File: config.mk
export PLATFORM = sky130hd
export DESIGN_NAME = ppt_top
export DESIGN_NICKNAME = d
export VERILOG_FILES = /design/src/include/ppt_pkg.sv /design/src/include/ppt_seq_if.sv /design/src/core/ppt_top.sv /design/src/core/ppt_seq.sv /design/src/core/ppt_flags.sv
export SDC_FILE = /design/constraint.sdc
export NUM_CORES = 1
export LEC_CHECK = 0
export ABC_AREA = 1
export BUFFER_PORTS_ARGS = -buffer_cell sky130_fd_sc_hd__buf_4
export CAP_MARGIN = 0
export CORE_UTILIZATION = 46
export DETAILED_ROUTE_END_ITERATION = 16
export PLACE_DENSITY_LB_ADDON = 0.12
export RECOVER_POWER = 25
export SLEW_MARGIN = 25
export SYNTH_ARGS = -nofsm -noshare
export SYNTH_HDL_FRONTEND = slang
export SYNTH_SLANG_ARGS = --single-unit
File: constraint.sdc
create_clock -name clk_sys -period 9.7 [get_ports clk_sys]
set_input_delay 0.97 -clock clk_sys [delete_from_list [all_inputs] [get_ports clk_sys]]
set_output_delay 0.97 -clock clk_sys [all_outputs]
set_load 0.01 [all_outputs]
File: src/include/ppt_pkg.sv
// Shared constants and types for the parallel port timing, address and status block.
package ppt_pkg;
	// ==========================================================
	// Register offsets (byte addresses)
	localparam logic [7:0] OFS_MODE = 8'h00;
	localparam logic [7:0] OFS_ADDR = 8'h04;
	localparam logic [7:0] OFS_PEN = 8'h08;
	localparam logic [7:0] OFS_STAT = 8'h0C;
	localparam logic [7:0] OFS_CTRL = 8'h10;
	localparam logic [7:0] OFS_CMD = 8'h14;
	// ==========================================================
	// Field positions
	localparam int MODE_BUSY = 15;
	localparam int IRQM_LSB = 13;
	localparam int STEP_LSB = 11;
	localparam int MODE_LSB = 8;
	localparam int SETUP_LSB = 6;
	localparam int STRB_LSB = 2;
	localparam int HOLD_LSB = 0;
	localparam int ADDR_CS = 14;
	localparam int PEN_A14 = 14;
	localparam int ST_INALL = 15;
	localparam int ST_INOVF = 14;
	localparam int ST_INF_LSB = 8;
	localparam int ST_OUTALL = 7;
	localparam int ST_OUTUNF = 6;
	localparam int ST_OUTE_LSB = 0;
	localparam int CTRL_MUX_LSB = 11;
	localparam int CTRL_CSEL_LSB = 6;
	localparam int CMD_START = 16;
	localparam int CMD_WRITE = 17;
	localparam int CMD_INRD_LSB = 8;
	localparam int CMD_OUTWR_LSB = 0;
	// ==========================================================
	// Reset values, widths and the minimum strobe setting
	localparam int NBUF = 4;
	localparam logic [3:0] OUTE_RST = 4'hF;
	localparam logic [3:0] STRB_MIN = 4'h0;
	// ==========================================================
	// Encodings
	typedef enum logic [1:0] {MD_LEGACY = 2'h0, MD_ENH = 2'h1, MD_MASTER2 = 2'h2, MD_MASTER1 = 2'h3} ppt_mode_e;
	typedef enum logic [1:0] {INC_NONE = 2'h0, INC_UP = 2'h1, INC_DOWN = 2'h2, INC_SLAVE = 2'h3} ppt_inc_e;
	localparam logic [1:0] CSEL_CHIP = 2'h2;
	localparam logic [1:0] MUX_NONE = 2'h0;
	localparam logic [1:0] MUX_FULL = 2'h2;
	typedef enum logic [1:0] {PH_IDLE = 2'h0, PH_SETUP = 2'h1, PH_STROBE = 2'h3, PH_HOLD = 2'h2} ppt_phase_e;
endpackage

File: src/include/ppt_seq_if.sv
// Interface between the register top and the master cycle sequencer.
`timescale 1ns/1ps
`default_nettype none
interface ppt_seq_if;
	logic start;
	logic is_write;
	logic [1:0] setup_w;
	logic [3:0] strobe_w;
	logic [1:0] hold_w;
	logic busy;
	logic setup_on;
	logic strobe_on;
	logic done;
	modport seq (input start, is_write, setup_w, strobe_w, hold_w, output busy, setup_on, strobe_on, done);
	modport ctl (output start, is_write, setup_w, strobe_w, hold_w, input busy, setup_on, strobe_on, done);
endinterface
`default_nettype wire

File: src/core/ppt_top.sv
// Parallel port timing, address, pin enable and buffer status registers.
//
// Local design decisions: the register addresses and strobed register access.
`timescale 1ns/1ps
`default_nettype none
module ppt_top (
	input wire logic clk_sys,
	input wire logic rst,
	input wire logic [7:0] reg_addr,
	input wire logic [31:0] reg_wdata,
	input wire logic reg_wr,
	input wire logic reg_rd,
	output logic [31:0] reg_rdata,
	input wire logic host_wr,
	input wire logic host_rd,
	input wire logic [1:0] host_idx,
	output logic [14:0] addr_pins,
	output logic [14:0] port_pin_owned,
	output logic chip_select_pin,
	output logic address_latch_high,
	output logic address_latch_low,
	output logic strobe_rd,
	output logic strobe_wr
);
	import ppt_pkg::*;

	// ==========================================================
	// State
	typedef struct packed {
		logic [1:0] irqm;
		ppt_inc_e inc_sel;
		ppt_mode_e mode;
		logic [1:0] setup_wait;
		logic [3:0] strobe_wait;
		logic [1:0] hold_wait;
		logic [10:0] addr;
		logic cs;
		logic [14:0] pen;
		logic [1:0] cs_sel;
		logic [1:0] mux;
		logic cyc_wr;
		logic [31:0] rdata;
		logic [14:0] apin;
		logic [14:0] own;
		logic csp;
		logic alh;
		logic all;
		logic srd;
		logic swr;
	} ppt_top_s;
	ppt_top_s r_reg, r_next;

	ppt_seq_if sq ();
	logic [NBUF-1:0] in_full;
	logic [NBUF-1:0] out_empty;
	logic in_ovf;
	logic out_unf;
	logic master;
	logic cmd_start;
	logic [NBUF-1:0] sw_in_rd;
	logic [NBUF-1:0] sw_out_wr;
	logic clr_in_ovf;
	logic clr_out_unf;

	function automatic logic wr_hit(input logic wr, input logic [7:0] a, input logic [7:0] ofs);
		return wr && (a == ofs);
	endfunction

	// ==========================================================
	// Sequencer and flags
	assign master = r_reg.mode[1];
	assign cmd_start = wr_hit(reg_wr, reg_addr, OFS_CMD) && reg_wdata[CMD_START] && master && !sq.busy;
	assign sq.start = cmd_start;
	assign sq.is_write = reg_wdata[CMD_WRITE];
	assign sq.setup_w = r_reg.setup_wait;
	assign sq.strobe_w = r_reg.strobe_wait;
	assign sq.hold_w = r_reg.hold_wait;

	ppt_seq ppt_seq_inst (
		.clk_sys(clk_sys),
		.rst(rst),
		.sq(sq)
	);

	// Software side of the buffers arrives as command bits, since the data path lives elsewhere.
	assign sw_in_rd = wr_hit(reg_wr, reg_addr, OFS_CMD) ? reg_wdata[CMD_INRD_LSB+:NBUF] : '0;
	assign sw_out_wr = wr_hit(reg_wr, reg_addr, OFS_CMD) ? reg_wdata[CMD_OUTWR_LSB+:NBUF] : '0;
	assign clr_in_ovf = wr_hit(reg_wr, reg_addr, OFS_STAT) && !reg_wdata[ST_INOVF];
	assign clr_out_unf = wr_hit(reg_wr, reg_addr, OFS_STAT) && !reg_wdata[ST_OUTUNF];

	ppt_flags ppt_flags_inst (
		.clk_sys(clk_sys),
		.rst(rst),
		.slave_en(!master),
		.host_wr(host_wr),
		.host_rd(host_rd),
		.host_idx(host_idx),
		.sw_in_rd(sw_in_rd),
		.sw_out_wr(sw_out_wr),
		.clr_in_ovf(clr_in_ovf),
		.clr_out_unf(clr_out_unf),
		.in_full(in_full),
		.out_empty(out_empty),
		.in_ovf(in_ovf),
		.out_unf(out_unf)
	);

	// ==========================================================
	// Next state
	always_comb begin
		logic [9:0] step;
		logic [31:0] w;
		step = (r_reg.inc_sel == INC_DOWN) ? 10'h3FF : 10'h001;
		w = 32'h0;
		r_next = r_reg;
		r_next.rdata = 32'h0;
		if (cmd_start) r_next.cyc_wr = reg_wdata[CMD_WRITE];

		// Address steps after each master cycle in the INC_UP and INC_DOWN step modes; a software write in the same cycle wins.
		if (sq.done && (r_reg.inc_sel == INC_UP || r_reg.inc_sel == INC_DOWN)) begin
			if (r_reg.cs_sel == CSEL_CHIP) begin
				r_next.addr[10:2] = r_reg.addr[10:2] + step[8:0];
			end else begin
				{r_next.cs, r_next.addr[10:2]} = {r_reg.cs, r_reg.addr[10:2]} + step;
			end
		end

		if (wr_hit(reg_wr, reg_addr, OFS_MODE)) begin
			r_next.irqm = reg_wdata[IRQM_LSB+:2];
			r_next.inc_sel = ppt_inc_e'(reg_wdata[STEP_LSB+:2]);
			r_next.mode = ppt_mode_e'(reg_wdata[MODE_LSB+:2]);
			r_next.setup_wait = reg_wdata[SETUP_LSB+:2];
			r_next.strobe_wait = reg_wdata[STRB_LSB+:4];
			r_next.hold_wait = reg_wdata[HOLD_LSB+:2];
		end
		if (wr_hit(reg_wr, reg_addr, OFS_ADDR)) begin
			r_next.addr = reg_wdata[10:0];
			r_next.cs = reg_wdata[ADDR_CS];
		end
		if (wr_hit(reg_wr, reg_addr, OFS_PEN)) begin
			r_next.pen[10:0] = reg_wdata[10:0];
			r_next.pen[PEN_A14] = reg_wdata[PEN_A14];
		end
		if (wr_hit(reg_wr, reg_addr, OFS_CTRL)) begin
			r_next.cs_sel = reg_wdata[CTRL_CSEL_LSB+:2];
			r_next.mux = reg_wdata[CTRL_MUX_LSB+:2];
		end

		// Read data, one cycle after the strobe; unmapped offsets read zero.
		if (reg_rd) begin
			unique case (reg_addr)
				OFS_MODE: begin
					w[MODE_BUSY] = sq.busy;
					w[IRQM_LSB+:2] = r_reg.irqm;
					w[STEP_LSB+:2] = r_reg.inc_sel;
					w[MODE_LSB+:2] = r_reg.mode;
					w[SETUP_LSB+:2] = r_reg.setup_wait;
					w[STRB_LSB+:4] = r_reg.strobe_wait;
					w[HOLD_LSB+:2] = r_reg.hold_wait;
				end
				OFS_ADDR: begin
					w[10:0] = r_reg.addr;
					w[ADDR_CS] = r_reg.cs;
				end
				OFS_PEN: begin
					w[10:0] = r_reg.pen[10:0];
					w[PEN_A14] = r_reg.pen[PEN_A14];
				end
				OFS_STAT: begin
					w[ST_INALL] = &in_full;
					w[ST_INOVF] = in_ovf;
					w[ST_INF_LSB+:NBUF] = in_full;
					w[ST_OUTALL] = &out_empty;
					w[ST_OUTUNF] = out_unf;
					w[ST_OUTE_LSB+:NBUF] = out_empty;
				end
				OFS_CTRL: begin
					w[CTRL_CSEL_LSB+:2] = r_reg.cs_sel;
					w[CTRL_MUX_LSB+:2] = r_reg.mux;
				end
				default: w = 32'h0;
			endcase
			r_next.rdata = w;
		end

		// Pin roles and values.
		r_next.own = 15'h0;
		r_next.own[10:0] = r_reg.pen[10:0];
		r_next.own[PEN_A14] = r_reg.pen[PEN_A14];
		r_next.apin = 15'h0;
		r_next.apin[10:2] = r_reg.addr[10:2] & r_reg.pen[10:2];
		if (r_reg.mux == MUX_NONE) begin
			r_next.apin[1:0] = r_reg.addr[1:0] & r_reg.pen[1:0];
		end
		r_next.apin[14] = r_reg.pen[PEN_A14] && r_reg.cs_sel != CSEL_CHIP && r_reg.cs;
		r_next.csp = r_reg.pen[PEN_A14] && r_reg.cs_sel == CSEL_CHIP && r_reg.cs;
		// Multiplexed address is latched during the setup phase.
		r_next.all = r_reg.pen[0] && r_reg.mux != MUX_NONE && sq.setup_on;
		r_next.alh = r_reg.pen[1] && r_reg.mux == MUX_FULL && sq.setup_on;
		if (r_reg.mode == MD_MASTER1) begin
			// Combined mode: one line gives direction for the whole cycle, the other enables.
			r_next.srd = sq.busy && !r_reg.cyc_wr;
			r_next.swr = sq.strobe_on;
		end else begin
			r_next.srd = sq.strobe_on && !r_reg.cyc_wr;
			r_next.swr = sq.strobe_on && r_reg.cyc_wr;
		end
	end

	always_ff @(posedge clk_sys or posedge rst) begin
		if (rst) begin
			r_reg <= '0;
		end else begin
			r_reg <= r_next;
		end
	end

	// ==========================================================
	// Outputs
	assign reg_rdata = r_reg.rdata;
	assign addr_pins = r_reg.apin;
	assign port_pin_owned = r_reg.own;
	assign chip_select_pin = r_reg.csp;
	assign address_latch_high = r_reg.alh;
	assign address_latch_low = r_reg.all;
	assign strobe_rd = r_reg.srd;
	assign strobe_wr = r_reg.swr;
endmodule
`default_nettype wire

File: src/core/ppt_seq.sv
// Master cycle sequencer: setup, strobe and hold phases counted in clock periods.
`timescale 1ns/1ps
`default_nettype none
module ppt_seq (
	input wire logic clk_sys,
	input wire logic rst,
	ppt_seq_if.seq sq
);
	import ppt_pkg::*;
	typedef struct packed {
		ppt_phase_e ph;
		logic [3:0] cnt;
		logic [3:0] stb;
		logic [2:0] hld;
		logic done;
		logic [4:0] run;
		logic [4:0] exp_stb;
	} ppt_seq_s;
	ppt_seq_s r_reg, r_next;

	always_comb begin
		r_next = r_reg;
		r_next.done = 1'b0;
		r_next.run = (r_reg.ph == PH_STROBE) ? r_reg.run + 5'h1 : 5'h0;
		unique case (r_reg.ph)
			PH_IDLE: if (sq.start) begin
				r_next.ph = PH_SETUP;
				r_next.exp_stb = {1'b0, sq.strobe_w} + 5'h1;
				if (sq.strobe_w == STRB_MIN) begin
					// Minimum strobe forces one setup clock and a fixed hold.
					r_next.cnt = 4'h0;
					r_next.stb = 4'h0;
					r_next.hld = sq.is_write ? 3'h1 : 3'h0;
				end else begin
					r_next.cnt = {2'h0, sq.setup_w};
					r_next.stb = sq.strobe_w;
					r_next.hld = sq.is_write ? {1'b0, sq.hold_w} + 3'h1 : {1'b0, sq.hold_w};
				end
			end
			PH_SETUP: if (r_reg.cnt == 4'h0) begin
				r_next.ph = PH_STROBE;
				r_next.cnt = r_reg.stb;
			end else begin
				r_next.cnt = r_reg.cnt - 4'h1;
			end
			PH_STROBE: if (r_reg.cnt != 4'h0) begin
				r_next.cnt = r_reg.cnt - 4'h1;
			end else if (r_reg.hld == 3'h0) begin
				r_next.ph = PH_IDLE;
				r_next.done = 1'b1;
			end else begin
				r_next.ph = PH_HOLD;
				r_next.cnt = {1'b0, r_reg.hld - 3'h1};
			end
			PH_HOLD: if (r_reg.cnt == 4'h0) begin
				r_next.ph = PH_IDLE;
				r_next.done = 1'b1;
			end else begin
				r_next.cnt = r_reg.cnt - 4'h1;
			end
		endcase
	end

	always_ff @(posedge clk_sys or posedge rst) begin
		if (rst) begin
			r_reg <= '0;
		end else begin
			r_reg <= r_next;
		end
	end

	assign sq.busy = r_reg.ph != PH_IDLE;
	assign sq.setup_on = r_reg.ph == PH_SETUP;
	assign sq.strobe_on = r_reg.ph == PH_STROBE;
	assign sq.done = r_reg.done;
endmodule
`default_nettype wire

File: src/core/ppt_flags.sv
// Slave buffer status flags: per-buffer full/empty plus overflow and underflow.
`timescale 1ns/1ps
`default_nettype none
module ppt_flags (
	input wire logic clk_sys,
	input wire logic rst,
	input wire logic slave_en,
	input wire logic host_wr,
	input wire logic host_rd,
	input wire logic [1:0] host_idx,
	input wire logic [ppt_pkg::NBUF-1:0] sw_in_rd,
	input wire logic [ppt_pkg::NBUF-1:0] sw_out_wr,
	input wire logic clr_in_ovf,
	input wire logic clr_out_unf,
	output logic [ppt_pkg::NBUF-1:0] in_full,
	output logic [ppt_pkg::NBUF-1:0] out_empty,
	output logic in_ovf,
	output logic out_unf
);
	import ppt_pkg::*;
	typedef struct packed {
		logic [NBUF-1:0] inf;
		logic [NBUF-1:0] oute;
		logic ov;
		logic uf;
	} ppt_flags_s;
	ppt_flags_s r_reg, r_next;

	always_comb begin
		logic hw;
		logic hr;
		r_next = r_reg;
		hw = 1'b0;
		hr = 1'b0;
		if (clr_in_ovf) r_next.ov = 1'b0;
		if (clr_out_unf) r_next.uf = 1'b0;
		for (int i = 0; i < NBUF; i++) begin
			// Host events only count in slave modes.
			hw = slave_en && host_wr && (host_idx == i[1:0]);
			hr = slave_en && host_rd && (host_idx == i[1:0]);
			if (sw_in_rd[i]) r_next.inf[i] = 1'b0;
			if (hw) r_next.inf[i] = 1'b1;
			if (hw && r_reg.inf[i]) r_next.ov = 1'b1;
			if (sw_out_wr[i]) r_next.oute[i] = 1'b0;
			if (hr) r_next.oute[i] = 1'b1;
			if (hr && r_reg.oute[i]) r_next.uf = 1'b1;
		end
	end

	always_ff @(posedge clk_sys or posedge rst) begin
		if (rst) begin
			r_reg <= '{inf: '0, oute: OUTE_RST, ov: 1'b0, uf: 1'b0};
		end else begin
			r_reg <= r_next;
		end
	end

	assign in_full = r_reg.inf;
	assign out_empty = r_reg.oute;
	assign in_ovf = r_reg.ov;
	assign out_unf = r_reg.uf;
endmodule
`default_nettype wire

==> flow_summary.ini, run 1 <==
[cts]
insertion_delay_ns = 0.36
cts_root_buffer = clkbuf_16
cts_buffers = 9
post_cts_buffers = 0
clk_pin_slew_ns = 0.07
cts_resized = 0
cts.sinks = 112
htreeDepth = 3
cts_hold_buffers = 0
clock_path_buffers = 2
cts_tree = done

[grt]
track_usage = 0.2306
use_met3 = 0.04447
grt_pass1_wl_um = 22710
grt_pass1_vias = 4348
antenna_found_initial = 0
grt_util_met1 = 0.3173
grt_max_degree = 64
busiest_layer = met2
grtUsageMet2 = 0.3640
grt_overflow = 0

[sta]
rsz0062_at_grt = false
setup_viol = 0
tns_ns = 0
skew_ns = 0.009178
period_needed_ns = 2.835
finalMaxSlewViolations = 51
period_share = 0.2923
tightest_slew_ns = 2.239
slew_headroom = -0.5011
finalHoldViolations = 0
max_freq_mhz = 352.7

[worst_setup_path]
critical_path_class = in2async
worstReg2RegStart = r_reg[109]
crit_path_end = sq.strobe_w[0]
reg2reg_to = r_reg[96]
endpoint_kind = asynchronous set/reset pin
worst_ep_arrival_time_ns = 3.23
regToRegSetupSlack_ns = 7.43
critPathLaunch = rst
crit_required_ns = 10.09
crit_path_start_kind = input port
path_max_fanout = 63
reg2reg_depth = 13

[run_status]
outcome = finished with violations
violations = max-capacitance violations, max-slew violations

[synth]
ys_ff_latch = 112
async_flop_share = 1.000
synthCells = 714
synth_ff_type = dfrtp_1
netlist-cell-type-count = 38
yosysSeqAreaShare = 0.4820
syn_avg_cell_area_um2 = 8.159
syn_area_mm2 = 0.005826
synth_edf_count = 0
yosys_warnings = 0
netlist_top_cells_count = 161 x nand2_1, 108 x dfrtp_1, 102 x inv_1
synth_top_area_share = 0.4639
post-synth-top-area-cell = dfrtp_1
ys_top_cells_by_area = dfrtp_1 46%, nand2_1 10%, buf_4 8.0%
yosysMostFrequentCell = nand2_1

[floorplan]
rows = 40
dieArea_mm2 = 0.01312
initial_utilization = 0.4790
die_w_um = 114.5
core_region_area_mm2 = 0.01216
ios = 115
die_y_um = 114.5

[pwr]
power_density_mw_per_mm2 = 173.1
peakVddDrop_uv = 160.2
total_power_uw = 1128
p_leak_uw = 0.003443

[route]
num_vias = 4682
drt-initial-drc-count = 376
wl_per_cell_um = 15.39
routed_via_density = 5.067
wirelength_um = 14220
final_antenna_net_count = 0
drc = 0
first_pass_iters = 6

[placed_design]
placed_area_mm2 = 0.006186
dp_hpwl_um = 10440
io_buffers = 77
routabilityCongestion = 0.9488
dpl.cell_count = 908

[cells_and_area]
finalNetCount = 809
drive_gt1_frac = 0.1587
design_area_mm2 = 0.006518
diodes = 0
largest_register_ffs = 22
areaGrowthSynthToFinish_pct = 11.88
finalNonFillerCells = 924

[worst_hold_path]
hold_class = reg2reg

[job]
cap_violations = 1
## layer usage
layer / up-vias / part of all wire
met2: 161 / 0.47
met3: 23 / 0.060
met1: 2232 / 0.45
li1: 2266 / -
met5: - / 0
met4: 0 / 0.019
## how the worst min path moves through the flow
stage | depth (start not counted) | from | endpoint
floorplan | 0 | r_next[13] | port_pin_owned[8]
global placement | 1 | r_reg[67] | strobe_rd
detailed placement | 1 | r_reg[67] | strobe_rd
CTS | 1 | r_reg[67] | strobe_rd
global route | 1 | r_reg[67] | strobe_rd
finish | 1 | r_reg[67] | strobe_rd
## kinds of logic (layout without fill, tap and decap cells)
kind of cell / Yosys count / after routing / synth area share
other cells: 1 / 22 / 0.0006437
buf+inv: 182 / 203 / 0.1589
compound gates: 123 / 123 / 0.1198
fa+ha+maj: 10 / 10 / 0.02148
flops: 112 / 112 / 0.4820
xor+xnor: 8 / 8 / 0.01203
mux: 2 / 2 / 0.003651
simple gates: 276 / 276 / 0.2015
## per-stage QoR
| step | util | setup WS, ns | hold slack (ns) |
|---|---|---|---|
| after global routing | 0.5359 | 6.372 | 0.4476 |
| after CTS | 0.5360 | 7.377 | 0.4398 |
| final | 0.5359 | 6.865 | 0.4303 |
| after global placement | 0.5086 | 6.987 | 0.4227 |
| after detailed placement | 0.5086 | 7.008 | 0.4232 |
| after floorplan | - | 5.778 | 0.3944 |
## cell usage in the layout (no fill, tap or decap), types with 22 or more instances in the layout
| master | Yosys | routed |
|---|---|---|
| a21oi_1 | 27 | 27 |
| buf_4 | 62 | 77 |
| conb_1 | 1 | 22 |
| dfrtp_1 | 108 | 108 |
| inv_1 | 102 | 101 |
| nand2_1 | 161 | 161 |
| nand3_1 | 34 | 34 |
| nor2_1 | 48 | 48 |
| o21ai_0 | 48 | 48 |
## worst max-delay path, cell delays in order
cell	delay [ns]
clkbuf_4	0.11
clkinvlp_2	1.26
buf_4	0.84
## area by class of cell
| class | instances | area, um^2 |
|---|---|---|
| Fill cell | 1192 | 5644 |
| Sequential cell | 112 | 2808 |
| Multi-Input combinational cell | 441 | 2171 |
| Timing Repair Buffer | 78 | 585.6 |
| Inverter | 109 | 410.4 |
| Clock buffer | 12 | 256.5 |
| Tap cell | 168 | 210.2 |
| Clock inverter | 4 | 76.32 |
## report_power, final
group	switching, uW	internal (uW)
sequential	30.8	496
combinational	122	66.9
clock	171	241
Power figures use the tool's default switching activity.
==> run 2: changes to the inputs <==
==> constraint.sdc (replaced) <==
create_clock -name clk_sys -period 2.7 [get_ports clk_sys]
set_input_delay 0.27 -clock clk_sys [delete_from_list [all_inputs] [get_ports clk_sys]]
set_output_delay 0.27 -clock clk_sys [all_outputs]
set_load 0.01 [all_outputs]
==> run 2 against run 1 <==
The run still ends with max-capacitance violations, max-slew violations left. Utilization shrank 0.62 points. Sequential share of layout area up 0.50 points. Register-to-register slack lost 7.0 ns.
==> flow_summary.ini, run 2 (synthesis gave the netlist of run 1 again) <==
[cts]
cts_buffers = 9
clk_pin_slew_ns = 0.07
cts_root_buffer = clkbuf_16
cts_resized = 0
cts.sinks = 112
clock_path_buffers = 2
htreeDepth = 3
post_cts_buffers = 0
cts_hold_buffers = 0
insertion_delay_ns = 0.36
cts_tree = done

[worst_setup_path]
crit_required_ns = 2.94
reg2reg_depth = 13
endpoint_kind = flip-flop
regToRegSetupSlack_ns = 0.44
worstReg2RegStart = r_reg[109]
reg2reg_to = r_reg[98]
path_max_fanout = 13
worst_ep_arrival_time_ns = 2.50
crit_path_start_kind = flip-flop
critical_path_class = reg2reg

[route]
wl_per_cell_um = 15.50
wirelength_um = 14320
num_vias = 4600
drt-initial-drc-count = 339
drc = 0
routed_via_density = 4.978
final_antenna_net_count = 0
first_pass_iters = 5

[cells_and_area]
final_cell_mix = 161 x nand2_1, 108 x dfrtp_1, 101 x inv_1, 77 x buf_4
finalNetCount = 810
areaGrowthSynthToFinish_pct = 10.59
finalNonFillerCells = 924
n_fill_cell = 1202
largest_register_ffs = 22
drive_gt1_frac = 0.1548
diodes = 0
final_common_cell = nand2_1

[sta]
tightest_slew_ns = 1.517
finalMaxSlewViolations = 113
rsz0062_at_grt = false
tns_ns = 0
period_needed_ns = 2.256
skew_ns = 0.01142
period_share = 0.8354
max_freq_mhz = 443.3
finalHoldViolations = 0
setup_viol = 0
slew_headroom = -0.01107

[grt]
busiest_layer = met2
track_usage = 0.2297
grt_max_degree = 113
grt_util_met1 = 0.3203
antenna_found_initial = 0
grt_overflow = 0
grt_pass1_wl_um = 22540
grtUsageMet2 = 0.3697
grt_pass1_vias = 4296
use_met3 = 0.03335

[run_status]
outcome = finished with violations
violations = max-capacitance violations, max-slew violations

[pwr]
p_leak_uw = 0.003413
p_switching_uw = 1144
clkPwrFrac = 0.320
peakVddDrop_uv = 387.4
power_density_mw_per_mm2 = 587.9
share_comb_of_total_power = 0.180
internal-power_uw = 2643
power.share.sequential = 0.500
switching_share = 0.3021

[worst_hold_path]
hold_end = r_reg[89]
hold_path_depth = 3
min_from = reg_wdata[1]
hold_class = in2reg

[floorplan]
dieArea_mm2 = 0.01312
ios = 115
die_y_um = 114.5
core_region_area_mm2 = 0.01216
rows = 40
initial_utilization = 0.4790
die_w_um = 114.5

[job]
cap_violations = 1

[placed_design]
routabilityCongestion = 0.9084
dpl.cell_count = 909
io_buffers = 77
dp_hpwl_um = 10550
-- run 2: layout make-up --
cell class                      instances  area [um^2]  share of cell area
Clock inverter                          2        10.01            0.001554
Multi-Input combinational cell        441         2171              0.3370
Sequential cell                       112         2808              0.4358
Timing Repair Buffer                   79        593.1             0.09206
Tap cell                              168        210.2             0.03263
Inverter                              109        410.4             0.06370
Clock buffer                           13        240.2             0.03729
-- run 2: per-layer routing --
layer / routed length (um) / up-vias
met5: 0 / -
met3: 674 / 11
li1: - / 2267
met1: 6736 / 2189
met4: 163 / 0
met2: 6749 / 133
-- run 2: critical path: stages, from the launching register on --
cell      delay [ns]
dfrtp_1         0.39
inv_1           0.14
ha_1            0.48
nand2_1         0.10
inv_1           0.06
nor2_1          0.05
ha_1            0.17
a21o_1          0.17
nand3_1         0.07
nand3_1         0.16
nand2_1         0.14
nand3_1         0.08
nand2_1         0.07
o21bai_1        0.07
-- run 2: power by group through the flow --
stage | Clock, uW | Sequential [uW] | Combinational [uW]
floorplan | 0 | 1880 | 541
global route | 1300 | 1910 | 772
global placement | 0 | 1920 | 675
finish | 1210 | 1900 | 681
detailed placement | 0 | 1920 | 682
CTS | 1230 | 1890 | 685
-- run 2: how the worst max path moves through the flow --
stage                from        end  slack, ns  cells past startpoint
2_1_floorplan  r_reg[109]  r_reg[96]       0.85                     14
4_1_cts        r_reg[109]  r_reg[98]       0.48                     13
3_5_place_dp   r_reg[109]  r_reg[98]       0.46                     13
5_1_grt        r_reg[109]  r_reg[96]       0.28                     13
3_3_place_gp   r_reg[109]  r_reg[98]       0.52                     13
6_report       r_reg[109]  r_reg[98]       0.44                     13
-- run 2: metrics by stage --
stage               power [uW]  cell area [um^2]  hold slack [ns]  setup WS, ns    util
floorplan                 2418              5908           0.3739        0.8493       -
global placement          2595              6207           0.4201        0.5248  0.5104
detailed placement        2606              6207           0.4187        0.4647  0.5104
CTS                       3807              6457           0.1273        0.4818  0.5310
global route              3985              6442           0.1480        0.2841  0.5297
finish                    3787              6442           0.1362        0.4443  0.5297
==> run 3: changes to the inputs <==
==> constraint.sdc (replaced) <==
create_clock -name clk_sys -period 2.3 [get_ports clk_sys]
set_input_delay 0.23 -clock clk_sys [delete_from_list [all_inputs] [get_ports clk_sys]]
set_output_delay 0.23 -clock clk_sys [all_outputs]
set_load 0.01 [all_outputs]
==> run 3 against run 2 <==
The run now ends clean. Cell count rose by 1.2%. Via count up 2.0%. Critical path depth did not move. Clock power increased by 55%. First-iteration DRC count shrank 1.2%. Setup slack worse by 0.19 ns. Critical endpoint is now r_reg[96].
==> flow_summary.ini, run 3 (synthesis gave the netlist of run 1 again) <==
[run_status]
outcome = finished, final reports clean

[sta]
tns_ns = 0
period_share = 0.8896
slew_headroom = 0.07293
period_needed_ns = 2.046
worst_slack_ns = 0.2540
finalMaxSlewViolations = 0
rsz0062_at_grt = false
setup_viol = 0
finalHoldViolations = 0
max_freq_mhz = 488.7
tightest_slew_ns = 1.383
skew_ns = 0.005742

[worst_setup_path]
reg2reg_to = r_reg[96]
critPathMaxStageDelay_ns = 0.38
crit_path_start_kind = flip-flop
crit_required_ns = 2.54
cp_num_buf_inv = 2
endpoint_kind = flip-flop
regToRegSetupSlack_ns = 0.25
crit_family = simple AND/OR/NAND/NOR gates
path_max_fanout = 10
path_cells = inv_1 > ha_2 > nand2_1 > inv_1 > nor2_1 > ha_1 > a21o_1 > nand3_1 > nand3_1 > nand2_1 > nand3_1 > nand2_1 > o21bai_1
critPathSlowestCell = dfrtp_1
worst_ep_arrival_time_ns = 2.28
critical_path_class = reg2reg
worstReg2RegStart = r_reg[109]
reg2reg_depth = 13

[route]
wl_per_cell_um = 15.88
routed_via_density = 5.018
num_vias = 4692
wirelength_um = 14850
first_pass_iters = 5
drt-initial-drc-count = 335
final_antenna_net_count = 0
drc = 0

[placed_design]
dp_hpwl_um = 11210
post-place-ws_ns = 0.1379
routabilityCongestion = 0.9183
io_buffers = 77

[cts]
cts_hold_buffers = 0
clk_pin_slew_ns = 0.07
insertion_delay_ns = 0.36
htreeDepth = 3
post_cts_buffers = 0
cts.sinks = 112
cts_root_buffer = clkbuf_16
cts_tree = done
cts_buffers = 9
clock_path_buffers = 2

[grt]
grt_pass1_wl_um = 23560
grt_util_met1 = 0.3278
grt_max_degree = 31
grtUsageMet2 = 0.3802
track_usage = 0.2403
use_met3 = 0.05506
busiest_layer = met2
grt_pass1_vias = 4442
grt_overflow = 0
antenna_found_initial = 0

[pwr]
total_power_uw = 4940
peakVddDrop_uv = 593.1
p_leak_uw = 0.003513
power_density_mw_per_mm2 = 745.1

[job]
cap_violations = 0

[cells_and_area]
largest_register_ffs = 22
final_cell_mix = 161 x nand2_1, 108 x dfrtp_1, 101 x inv_1, 86 x buf_4
drive_gt1_frac = 0.1734
seq_area_mm2 = 0.002808
multi_input_comb_area_mm2 = 0.002173
areaGrowthSynthToFinish_pct = 13.81
finalNetCount = 820
final_common_cell = nand2_1
final_util = 0.5452
n_fill_cell = 1181
diodes = 0

[floorplan]
initial_utilization = 0.4790
die_w_um = 114.5
core_region_area_mm2 = 0.01216
rows = 40
die_y_um = 114.5
ios = 115
dieArea_mm2 = 0.01312

[worst_hold_path]
hold_end = r_reg[69]
hold_class = in2reg
min_from = reg_wdata[12]
hold_path_depth = 3
run 3: cell types whose count changed in the layout (fill, tap and decap cells not counted), sizes merged:
cell	previous run	this run
buf	77	86
clkinv	2	1
bufinv	0	3
run 3: metal layers:
| metal | vias up | part of all wire |
|---|---|---|
| met5 | - | 0 |
| met4 | 0 | 0.015 |
| met3 | 16 | 0.061 |
| met2 | 161 | 0.47 |
| met1 | 2230 | 0.45 |
| li1 | 2285 | - |
run 3: worst max path at each step:
stage / startpoint / endpoint / slack (ns) / cells after the start
finish: r_reg[109] / r_reg[96] / 0.25 / 13
global route: r_reg[109] / r_reg[96] / 0.11 / 13
CTS: r_reg[109] / r_reg[96] / 0.13 / 13
detailed placement: r_reg[109] / r_reg[96] / 0.14 / 13
global placement: r_reg[109] / r_reg[96] / 0.21 / 13
floorplan: r_reg[109] / r_reg[96] / 0.45 / 14
run 3: timing repair:
item	4_1_cts	5_1_grt
hold endpoints to repair	0	0
gates resized for setup	0	1
setup endpoints to repair	0	4
run 3: stage by stage:
stage               instances  hold WS, ns  area, um^2
floorplan                 735       0.3339        5908
global placement          919       0.3755        6295
detailed placement        919       0.3857        6295
CTS                       935     0.004012        6660
global route              935      0.09834        6630
finish                    935      0.09386        6630
run 3: cell type report:
type | count | area share
flip-flops and latches | 112 | 0.4235
clock buffers | 12 | 0.04020
well taps | 168 | 0.03170
repair buffers | 89 | 0.1000
inverters | 109 | 0.06190
multi-input cells | 441 | 0.3278
clock inverters | 4 | 0.01491
run 3: tightest hold or removal path, delay by kind of cell:
kind | cells | cell delay [ns]
and+or+nand+nor | 1 | 0.04
AOI/OAI and AO/OA | 1 | 0.06
buffers and inverters | 1 | 0.09
run 3: power breakdown:
group / switching, uW / internal, uW
clock: 720 / 1160
sequential: 126 / 2090
combinational: 534 / 311
total: 1380 / 3560
